**src/inc/fcd_defines.vh**
```
// fcd_defines.vh: command codes, unlock addresses and bus timings in ns
// for the flash command sequencer; assumes a 10 MHz system clock.
`ifndef FCD_DEFINES_VH
`define FCD_DEFINES_VH
`define FCD_CLK_NS 100
`define FCD_ADDR_U1 11'h555
`define FCD_ADDR_U2 11'h2aa
`define FCD_ADDR_QRY 11'h055
`define FCD_D_U1 8'haa
`define FCD_D_U2 8'h55
`define FCD_D_RESET 8'hf0
`define FCD_D_AUTOSEL 8'h90
`define FCD_D_QUERY 8'h98
`define FCD_D_PROG 8'ha0
`define FCD_D_WBUF 8'h25
`define FCD_D_WCONF 8'h29
`define FCD_D_BYPASS 8'h20
`define FCD_D_ERASE 8'h80
`define FCD_D_CHIP 8'h10
`define FCD_D_SECTOR 8'h30
`define FCD_D_SUSPEND 8'hb0
`define FCD_D_RESUME 8'h30
`define FCD_D_SECURE 8'h88
`define FCD_D_EXIT 8'h00
// autoselect word offsets
`define FCD_AS_MFR 8'h00
`define FCD_AS_DEV1 8'h01
`define FCD_AS_PROT 8'h02
`define FCD_AS_SECURE 8'h03
`define FCD_AS_DEV2 8'h0e
`define FCD_AS_DEV3 8'h0f
// bus strobe timing, ns (write pulse, pulse high, read access)
`define FCD_T_WP_NS 35
`define FCD_T_WPH_NS 30
`define FCD_T_ACC_NS 110
// operation codes on the host command port
`define FCD_OP_READ 4'h0
`define FCD_OP_RESET 4'h1
`define FCD_OP_AUTOSEL 4'h2
`define FCD_OP_QUERY 4'h3
`define FCD_OP_PROG 4'h4
`define FCD_OP_WBUF 4'h5
`define FCD_OP_ABORT 4'h6
`define FCD_OP_BYP_ENTER 4'h7
`define FCD_OP_BYP_EXIT 4'h8
`define FCD_OP_CHIP_ERASE 4'h9
`define FCD_OP_SECT_ERASE 4'ha
`define FCD_OP_SUSPEND 4'hb
`define FCD_OP_RESUME 4'hc
`define FCD_OP_SEC_ENTER 4'hd
`define FCD_OP_SEC_EXIT 4'he
`endif
```
**src/design/fcd_bus_cycle.v**
```verilog
// fcd_bus_cycle: one write or read cycle on the asynchronous flash bus.
// assumes a single system clock; data pins are split in/out/enable.
`timescale 1ns/1ps
`default_nettype none
`include "fcd_defines.vh"
module fcd_bus_cycle #(
  parameter AW = 26,
  parameter DW = 16
) (
  input wire clock,
  input wire nrst,
  input wire start,
  input wire wr,
  input wire [AW-1:0] addr,
  input wire [DW-1:0] wdata,
  input wire [DW-1:0] dq_in,
  output reg done,
  output reg [DW-1:0] rdata,
  output reg [AW-1:0] fl_addr,
  output reg [DW-1:0] dq_out,
  output reg dq_oe,
  output reg ce_n,
  output reg we_n,
  output reg oe_n
);
  localparam integer WP_CYC = (`FCD_T_WP_NS + `FCD_CLK_NS - 1) / `FCD_CLK_NS;
  localparam integer WPH_CYC =
    (`FCD_T_WPH_NS + `FCD_CLK_NS - 1) / `FCD_CLK_NS;
  localparam integer ACC_CYC =
    (`FCD_T_ACC_NS + `FCD_CLK_NS - 1) / `FCD_CLK_NS + 1;
  localparam [1:0] S_IDLE = 2'h0;
  localparam [1:0] S_STROBE = 2'h1;
  localparam [1:0] S_RECOV = 2'h2;
  reg [1:0] st_q;
  reg [3:0] cnt_q;
  reg wr_q;
  reg [DW-1:0] sync1_q;
  reg [DW-1:0] sync2_q;
  always @(posedge clock or negedge nrst) begin
    if (!nrst) begin
      sync1_q <= {DW{1'b0}};
      sync2_q <= {DW{1'b0}};
    end else begin
      sync1_q <= dq_in;
      sync2_q <= sync1_q;
    end
  end
  always @(posedge clock or negedge nrst) begin
    if (!nrst) begin
      st_q <= S_IDLE;
      cnt_q <= 4'h0;
      wr_q <= 1'b0;
      done <= 1'b0;
      rdata <= {DW{1'b0}};
      fl_addr <= {AW{1'b0}};
      dq_out <= {DW{1'b0}};
      dq_oe <= 1'b0;
      ce_n <= 1'b1;
      we_n <= 1'b1;
      oe_n <= 1'b1;
    end else begin
      done <= 1'b0;
      case (st_q)
        S_IDLE: begin
          if (start) begin
            // address driven on the same edge that the strobe falls
            fl_addr <= addr;
            dq_out <= wdata;
            dq_oe <= wr;
            wr_q <= wr;
            ce_n <= 1'b0;
            we_n <= ~wr;
            oe_n <= wr;
            cnt_q <= wr ? WP_CYC[3:0] : ACC_CYC[3:0];
            st_q <= S_STROBE;
          end
        end
        S_STROBE: begin
          if (cnt_q > 4'h1) begin
            cnt_q <= cnt_q - 4'h1;
          end else begin
            // strobes rise together, data still held
            ce_n <= 1'b1;
            we_n <= 1'b1;
            oe_n <= 1'b1;
            if (!wr_q) begin
              rdata <= sync2_q;
            end
            cnt_q <= WPH_CYC[3:0];
            st_q <= S_RECOV;
          end
        end
        S_RECOV: begin
          dq_oe <= 1'b0;
          if (cnt_q > 4'h1) begin
            cnt_q <= cnt_q - 4'h1;
          end else begin
            done <= 1'b1;
            st_q <= S_IDLE;
          end
        end
        default: st_q <= S_IDLE;
      endcase
    end
  end
endmodule // fcd_bus_cycle
`default_nettype wire

```
**src/design/fcd_host.v**
```verilog
// fcd_host: host-side flash command sequencer; turns one request into the
// documented write/read cycle sequence. assumes one 10 MHz clock domain.
`timescale 1ns/1ps
`default_nettype none
`include "fcd_defines.vh"
module fcd_host #(
  parameter AW = 26,
  parameter DW = 16,
  parameter BUF_WORDS = 32
) (
  input wire clock,
  input wire nrst,
  input wire req,
  input wire [3:0] op,
  input wire [AW-1:0] addr,
  input wire [DW-1:0] wdata,
  input wire [5:0] wcount,
  input wire [DW-1:0] buf_data,
  input wire [DW-1:0] dq_in,
  output reg busy,
  output reg ack,
  output reg refused,
  output reg buf_take,
  output reg [DW-1:0] rdata,
  output reg in_bypass,
  output reg in_autosel,
  output reg in_suspend,
  output reg in_erase,
  output wire [AW-1:0] fl_addr,
  output wire [DW-1:0] dq_out,
  output wire dq_oe,
  output wire ce_n,
  output wire we_n,
  output wire oe_n
);
  localparam [2:0] M_READ = 3'h0;
  localparam [2:0] M_AUTOSEL = 3'h1;
  localparam [2:0] M_QUERY = 3'h2;
  localparam [2:0] M_SECURE = 3'h3;
  localparam [2:0] M_ABORT = 3'h4;
  localparam [1:0] S_IDLE = 2'h0;
  localparam [1:0] S_ISSUE = 2'h1;
  localparam [1:0] S_WAIT = 2'h2;
  localparam [1:0] S_GAP = 2'h3;
  reg [1:0] st_q;
  reg [2:0] mode_q;
  reg [3:0] op_q;
  reg [3:0] step_q;
  reg [5:0] left_q;
  reg [AW-1:0] addr_q;
  reg [DW-1:0] data_q;
  reg cyc_start;
  reg cyc_wr;
  reg [AW-1:0] cyc_addr;
  reg [DW-1:0] cyc_data;
  reg last;
  wire cyc_done;
  wire [DW-1:0] cyc_rdata;
  // unlock/command words carry only the low byte and 11 address bits
  function [AW+DW:0] cmd;
    input [10:0] a;
    input [7:0] d;
    begin
      cmd = {1'b1, {(AW-11){1'b0}}, a, {(DW-8){1'b0}}, d};
    end
  endfunction
  function [AW+DW:0] sect;
    input [AW-1:0] a;
    input [7:0] d;
    begin
      sect = {1'b1, a, {(DW-8){1'b0}}, d};
    end
  endfunction
  // ops that skip the unlock pair: read, reset, query, suspend, resume, bypass exit and program/erase in bypass
  function in_bypass_path;
    input [3:0] o;
    begin
      in_bypass_path = (o == `FCD_OP_READ) || (o == `FCD_OP_RESET) ||
        (o == `FCD_OP_QUERY) || (o == `FCD_OP_SUSPEND) ||
        (o == `FCD_OP_RESUME) || (o == `FCD_OP_BYP_EXIT) ||
        (in_bypass && ((o == `FCD_OP_PROG) || (o == `FCD_OP_CHIP_ERASE) ||
        (o == `FCD_OP_SECT_ERASE)));
    end
  endfunction
  // step table: {write, address, data} and whether step is last
  reg [AW+DW:0] s;
  always @* begin
    s = {1'b0, addr_q, data_q};
    last = 1'b1;
    if (step_q == 4'h0 && !in_bypass_path(op_q)) begin
      s = cmd(`FCD_ADDR_U1, `FCD_D_U1);
      last = 1'b0;
    end else if (step_q == 4'h1 && !in_bypass_path(op_q)) begin
      s = cmd(`FCD_ADDR_U2, `FCD_D_U2);
      last = 1'b0;
    end else begin
      case (op_q)
        `FCD_OP_READ: s = {1'b0, addr_q, data_q};
        `FCD_OP_RESET: s = cmd(11'h000, `FCD_D_RESET);
        `FCD_OP_QUERY: s = cmd(`FCD_ADDR_QRY, `FCD_D_QUERY);
        `FCD_OP_SUSPEND: s = cmd(11'h000, `FCD_D_SUSPEND);
        `FCD_OP_RESUME: s = cmd(11'h000, `FCD_D_RESUME);
        `FCD_OP_AUTOSEL: begin
          if (step_q == 4'h2) begin
            s = cmd(`FCD_ADDR_U1, `FCD_D_AUTOSEL);
            last = 1'b0;
          end else begin
            s = {1'b0, addr_q, data_q};
          end
        end
        `FCD_OP_ABORT: s = cmd(`FCD_ADDR_U1, `FCD_D_RESET);
        `FCD_OP_BYP_ENTER: s = cmd(`FCD_ADDR_U1, `FCD_D_BYPASS);
        `FCD_OP_SEC_ENTER: s = cmd(`FCD_ADDR_U1, `FCD_D_SECURE);
        `FCD_OP_SEC_EXIT: begin
          last = (step_q == 4'h3);
          s = (step_q == 4'h2) ? cmd(`FCD_ADDR_U1, `FCD_D_AUTOSEL) :
            cmd(11'h000, `FCD_D_EXIT);
        end
        `FCD_OP_BYP_EXIT: begin
          last = (step_q == 4'h1);
          s = (step_q == 4'h0) ? cmd(11'h000, `FCD_D_AUTOSEL) :
            cmd(11'h000, `FCD_D_EXIT);
        end
        `FCD_OP_PROG: begin
          last = (step_q == (in_bypass ? 4'h1 : 4'h3));
          s = last ? {1'b1, addr_q, data_q} :
            cmd(`FCD_ADDR_U1, `FCD_D_PROG);
        end
        `FCD_OP_WBUF: begin
          last = (step_q == 4'h5);
          case (step_q)
            4'h2: s = sect(addr_q, `FCD_D_WBUF);
            4'h3: s = {1'b1, addr_q, {(DW-6){1'b0}}, wcount};
            4'h4: s = {1'b1, addr_q | {{(AW-6){1'b0}}, left_q}, buf_data};
            default: s = sect(addr_q, `FCD_D_WCONF);
          endcase
        end
        default: begin // chip and sector erase
          if (in_bypass) begin
            last = (step_q == 4'h1);
            s = (step_q == 4'h0) ? cmd(11'h000, `FCD_D_ERASE) :
              (op_q == `FCD_OP_CHIP_ERASE) ? cmd(11'h000, `FCD_D_CHIP) :
              sect(addr_q, `FCD_D_SECTOR);
          end else begin
            last = (step_q == 4'h5);
            case (step_q)
              4'h2: s = cmd(`FCD_ADDR_U1, `FCD_D_ERASE);
              4'h3: s = cmd(`FCD_ADDR_U1, `FCD_D_U1);
              4'h4: s = cmd(`FCD_ADDR_U2, `FCD_D_U2);
              default: s = (op_q == `FCD_OP_CHIP_ERASE) ?
                cmd(`FCD_ADDR_U1, `FCD_D_CHIP) : sect(addr_q, `FCD_D_SECTOR);
            endcase
          end
        end
      endcase
    end
    cyc_wr = s[AW+DW];
    cyc_addr = s[AW+DW-1:DW];
    cyc_data = s[DW-1:0];
    cyc_start = (st_q == S_ISSUE);
  end
  // legality of a request against the tracked device mode
  reg legal;
  always @* begin
    case (op)
      `FCD_OP_QUERY: legal = !in_bypass &&
        ((mode_q == M_READ) || (mode_q == M_AUTOSEL));
      `FCD_OP_SUSPEND: legal = in_erase && !in_suspend;
      `FCD_OP_RESUME: legal = in_suspend;
      `FCD_OP_BYP_EXIT: legal = in_bypass;
      `FCD_OP_BYP_ENTER: legal = !in_bypass && mode_q == M_READ;
      `FCD_OP_RESET, `FCD_OP_ABORT, `FCD_OP_READ, `FCD_OP_SEC_EXIT:
        legal = 1'b1;
      default: legal = !in_bypass || (op == `FCD_OP_PROG) ||
        (op == `FCD_OP_CHIP_ERASE) || (op == `FCD_OP_SECT_ERASE);
    endcase
  end
  always @(posedge clock or negedge nrst) begin
    if (!nrst) begin
      st_q <= S_IDLE;
      mode_q <= M_READ;
      op_q <= 4'h0;
      step_q <= 4'h0;
      left_q <= 6'h00;
      addr_q <= {AW{1'b0}};
      data_q <= {DW{1'b0}};
      busy <= 1'b0;
      ack <= 1'b0;
      refused <= 1'b0;
      buf_take <= 1'b0;
      rdata <= {DW{1'b0}};
      in_bypass <= 1'b0;
      in_autosel <= 1'b0;
      in_suspend <= 1'b0;
      in_erase <= 1'b0;
    end else begin
      ack <= 1'b0;
      refused <= 1'b0;
      buf_take <= 1'b0;
      in_autosel <= (mode_q == M_AUTOSEL);
      case (st_q)
        S_IDLE: begin
          if (req && !legal) begin
            refused <= 1'b1;
          end else if (req) begin
            op_q <= op;
            addr_q <= addr;
            data_q <= wdata;
            step_q <= 4'h0;
            left_q <= 6'h00;
            busy <= 1'b1;
            st_q <= S_ISSUE;
          end
        end
        S_ISSUE: st_q <= S_WAIT;
        S_GAP: st_q <= S_ISSUE;
        S_WAIT: begin
          if (cyc_done) begin
            if (!cyc_wr) begin
              rdata <= cyc_rdata;
            end
            if (op_q == `FCD_OP_WBUF && step_q == 4'h4) begin
              buf_take <= 1'b1;
              left_q <= left_q + 6'h01;
            end
            if (op_q == `FCD_OP_WBUF && step_q == 4'h4 && left_q != wcount)
            begin
              st_q <= S_GAP; // gap lets the next buffer word arrive
            end else if (!last) begin
              step_q <= step_q + 4'h1;
              st_q <= S_ISSUE;
            end else begin
              busy <= 1'b0;
              ack <= 1'b1;
              st_q <= S_IDLE;
              case (op_q)
                `FCD_OP_RESET: begin
                  mode_q <= M_READ;
                  in_erase <= 1'b0;
                  in_suspend <= 1'b0;
                end
                `FCD_OP_ABORT: mode_q <= M_READ;
                `FCD_OP_AUTOSEL: mode_q <= M_AUTOSEL;
                `FCD_OP_QUERY: mode_q <= M_QUERY;
                `FCD_OP_SEC_ENTER: mode_q <= M_SECURE;
                `FCD_OP_SEC_EXIT: mode_q <= M_READ;
                `FCD_OP_BYP_ENTER: in_bypass <= 1'b1;
                `FCD_OP_BYP_EXIT: begin
                  in_bypass <= 1'b0;
                  mode_q <= M_READ;
                end
                `FCD_OP_SECT_ERASE: in_erase <= 1'b1;
                `FCD_OP_SUSPEND: in_suspend <= 1'b1;
                `FCD_OP_RESUME: in_suspend <= 1'b0;
                default: mode_q <= mode_q;
              endcase
            end
          end
        end
        default: st_q <= S_IDLE;
      endcase
    end
  end
  fcd_bus_cycle #(.AW(AW), .DW(DW)) u_cyc (
    .clock(clock),
    .nrst(nrst),
    .start(cyc_start),
    .wr(cyc_wr),
    .addr(cyc_addr),
    .wdata(cyc_data),
    .dq_in(dq_in),
    .done(cyc_done),
    .rdata(cyc_rdata),
    .fl_addr(fl_addr),
    .dq_out(dq_out),
    .dq_oe(dq_oe),
    .ce_n(ce_n),
    .we_n(we_n),
    .oe_n(oe_n)
  );
endmodule // fcd_host
`default_nettype wire

```
**config.mk**
```make
export PLATFORM = sky130hd
export DESIGN_NAME = fcd_host
export DESIGN_NICKNAME = d
export VERILOG_FILES = /design/src/design/fcd_bus_cycle.v /design/src/design/fcd_host.v
export VERILOG_INCLUDE_DIRS = /design/src /design/src/inc
export SDC_FILE = /design/constraint.sdc
export NUM_CORES = 1
export LEC_CHECK = 0
export ABC_AREA = 0
export BUFFER_PORTS_ARGS = -buffer_cell sky130_fd_sc_hd__buf_2
export CAP_MARGIN = 20
export CORE_MARGIN = 3
export CORE_UTILIZATION = 56
export DETAILED_ROUTE_END_ITERATION = 12
export PLACE_DENSITY = 0.8
export SLEW_MARGIN = 30
export SYNTH_ARGS = -nofsm -noshare
export SYNTH_HDL_FRONTEND = slang
export SYNTH_HIERARCHICAL = 1
export SYNTH_SLANG_ARGS = --single-unit
```
**constraint.sdc**
```tcl
create_clock -name clock -period 3.8 [get_ports clock]
set_input_delay 0.95 -clock clock [delete_from_list [all_inputs] [get_ports clock]]
set_output_delay 0.95 -clock clock [all_outputs]
set_load 0.02 [all_outputs]
```
==> run summary <==
starting density of the core - 0.573
Port Buffers - 156
clk slew on worst S/H paths - 0.07 ns
Psw - 3.35 mW
yosys warns - 6
CTS buffer count - 17
synth-to-layout area growth - 18.7%
fin crit period - 3.19 ns
# IOs - 157
fin crit share - 0.839
ys async rst share - 1.00
worst-margin pin slew - 0.869 ns
unique cell type count in the Yosys netlist - 77
# fillers - 1140
CTS tree - done
endpoints failing hold - 0
total global-route track usage - 0.249
Worst Skew - 0.0100 ns
routability cong. - 1.01
Syn Area/Cell - 11.6 µm²
first-pass GRT wire length - 33200 µm
Clk pwr share - 0.218
total clock sinks - 186
register area - 4660 µm²
vias in the first global route - 6607
die span in x - 131 µm
Final Util - 0.680
CTS resizes - 0
commonest non-fill, non-tap cell in the layout - dfrtp_1
Worst Hold Class - flip-flop to flip-flop
Nets - 1005
synthesized cell area - 8740 µm²
RSZ-0062 raised after global routing - false
commonest cells after routing, fill and taps aside - dfrtp_1, buf_2, mux2_2
max-cap viol count - 0
Slew Limit Headroom - 0.420
sw frac - 0.395
num rows - 45
ranking of synthesized cells by area - dfrtp_1, mux2_2, a21oi_1
Post-Syn Nets - 857
Post-Synthesis Cells - 756
DRT Pass-1 Iters - 6
CTS Buffer Depth - 2
Comb pwr share - 0.421
Die Y-Extent - 131 µm
grt ovf - 0
Via density - 5.88
CTS Hold Bufs - 0
initial antenna violation count - 1
post-DP HPWL - 14600 µm
Overall Power - 8.49 mW
Critical Path AT - 3.49 ns
Min Hold Slack - 0.340 ns
final setup vio count - 0
Post-DRT Antenna Nets - 0
sequential share of power - 0.360
run status - complete, no violations
core outline area - 15300 µm²
clk_lat worst skew - 0.44 ns
Yosys top cell area share - 0.524
largest net degree at the start of global routing - 75
setup tns final - 0 ns
Post CTS Setup Buffer Count - 0
final wirelength - 20900 µm
Remaining DRCs - 0
detail-routed net length per standard cell - 18.5 µm
1st-iter DRT viols - 856
worst vdd rail ir drop - 0.476 mV
Slew Limit Fails - 0
vias - 6633
CP Capture Type - flip-flop
P_int - 5.14 mW
H-Tree Depth - 4
share of cells above drive strength 1 - 0.373
Post-synth EDFFs - 0
#FFs+latches synth - 186
Critical Path RT - 4.10 ns
critical path type - flip-flop to flip-flop
area of the multi-input gates - 3820 µm²
register area share after synthesis - 0.533
Max Fclk - 314 MHz
Root Driver - clkbuf_16
crit-path max FO - 23
full die area - 17100 µm²
post-synth top area cell - dfrtp_1
Startpoint Class - flip-flop
Synth Flop Type - dfrtp_1
PwrDens - 818 nW/µm²
leakage - 4.83 nW
[power by group through the flow]
stage | clock [mW] | sequential, mW | combinational (mW)
6_report | 1.85 | 3.06 | 3.58
4_1_cts | 1.90 | 3.05 | 3.55
3_5_place_dp | 0 | 3.08 | 3.52
2_1_floorplan | 0 | 3.20 | 2.36
5_1_grt | 1.98 | 3.14 | 3.89
3_3_place_gp | 0 | 3.05 | 3.44
[flip-flops by register name, summed over array words and instances (netlist names), 2 cells and up]
| signal | count |
|---|---|
| u_cyc/st_q | 2 |
| u_cyc/cnt_q | 4 |
| u_cyc/rdata | 16 |
| u_cyc/sync2_q | 16 |
| addr_q | 26 |
| u_cyc/fl_addr | 26 |
| step_q | 4 |
| left_q | 6 |
| in_bypass_path.o | 4 |
| st_q | 2 |
| data_q | 16 |
| rdata | 16 |
| mode_q | 2 |
| u_cyc/dq_out | 16 |
| u_cyc/sync1_q | 16 |
[worst max-delay path: stages (launching register included)]
cell,delay [ns]
dfrtp_1,0.62
or4b_1,0.59
a2111o_1,0.41
o2111a_1,0.14
a211o_1,0.36
or2_4,0.30
clkinv_4,0.09
nor2b_2,0.04
or4_1,0.50
[worst paths after layout]
path | cells after the start | start | slack (ns) | end
setup reg to reg | 8 | in_bypass_path.o[0] | 0.61 | mode_q[0]
setup / recovery | 8 | in_bypass_path.o[0] | 0.61 | mode_q[0]
min in group asynchronous | 1 | nrst | 0.53 | rdata[11]
hold / removal | 0 | u_cyc/sync1_q[2] | 0.34 | u_cyc/sync2_q[2]
hold reg to reg | 0 | u_cyc/sync1_q[2] | 0.34 | u_cyc/sync2_q[2]
max in group asynchronous | 2 | nrst | 2.35 | left_q[2]
[metrics by stage]
| stage | instance area (µm²) | instances | setup WS [ns] |
|---|---|---|---|
| after floorplan | 8740 | 756 | 0.972 |
| after global placement | 9740 | 1096 | 0.703 |
| after detailed placement | 9750 | 1096 | 0.673 |
| after CTS | 10400 | 1128 | 0.645 |
| after global routing | 10400 | 1129 | 0.447 |
| final | 10400 | 1129 | 0.613 |
[metal layers]
| metal | part of all wire | up-vias | wire length, µm | GRT usage |
|---|---|---|---|---|
| met4 | 0.017 | 0 | 348 | 0.0726 |
| met2 | 0.49 | 242 | 10200 | 0.394 |
| li1 | - | 3049 | - | - |
| met1 | 0.43 | 3309 | 8880 | 0.326 |
| met5 | 0 | - | 0 | 0 |
| met3 | 0.068 | 33 | 1420 | 0.0862 |
[layout make-up]
type / instances / area share
sequential: 186 / 0.449
multi-input combinational: 507 / 0.369
timing repair buffer: 172 / 0.0886
clock buffer: 17 / 0.0410
tap: 211 / 0.0254
clock inverter: 15 / 0.0195
inverter: 20 / 0.00772
antenna: 1 / 0.000241
[Yosys cell counts (all sizes together), types with 12 or more instances]
library cell  instances
dfrtp               183
mux2                122
nand2                47
a21oi                41
nor2                 38
o21ai                37
clkbuf               30
and3                 20
inv                  19
ha                   14
buf                  13
a31oi                12
nand3                12
nor2b                12
nor3                 12
[cell families (layout without fill, tap and decap cells)]
kind of cell             count (synthesis)  count (layout)  share of synthesized area
AO/OA/AOI/OAI                          180             180                      0.141
XOR/XNOR                                11              11                     0.0110
adder cells (fa/ha/maj)                 14              14                     0.0200
other                                    0               1                          0
flip-flops                             186             186                      0.533
multiplexers                           122             122                      0.157
buffers and inverters                   63             224                     0.0306
AND/OR/NAND/NOR                        180             180                      0.107
Note: power is estimated with default switching activity, not from simulation.
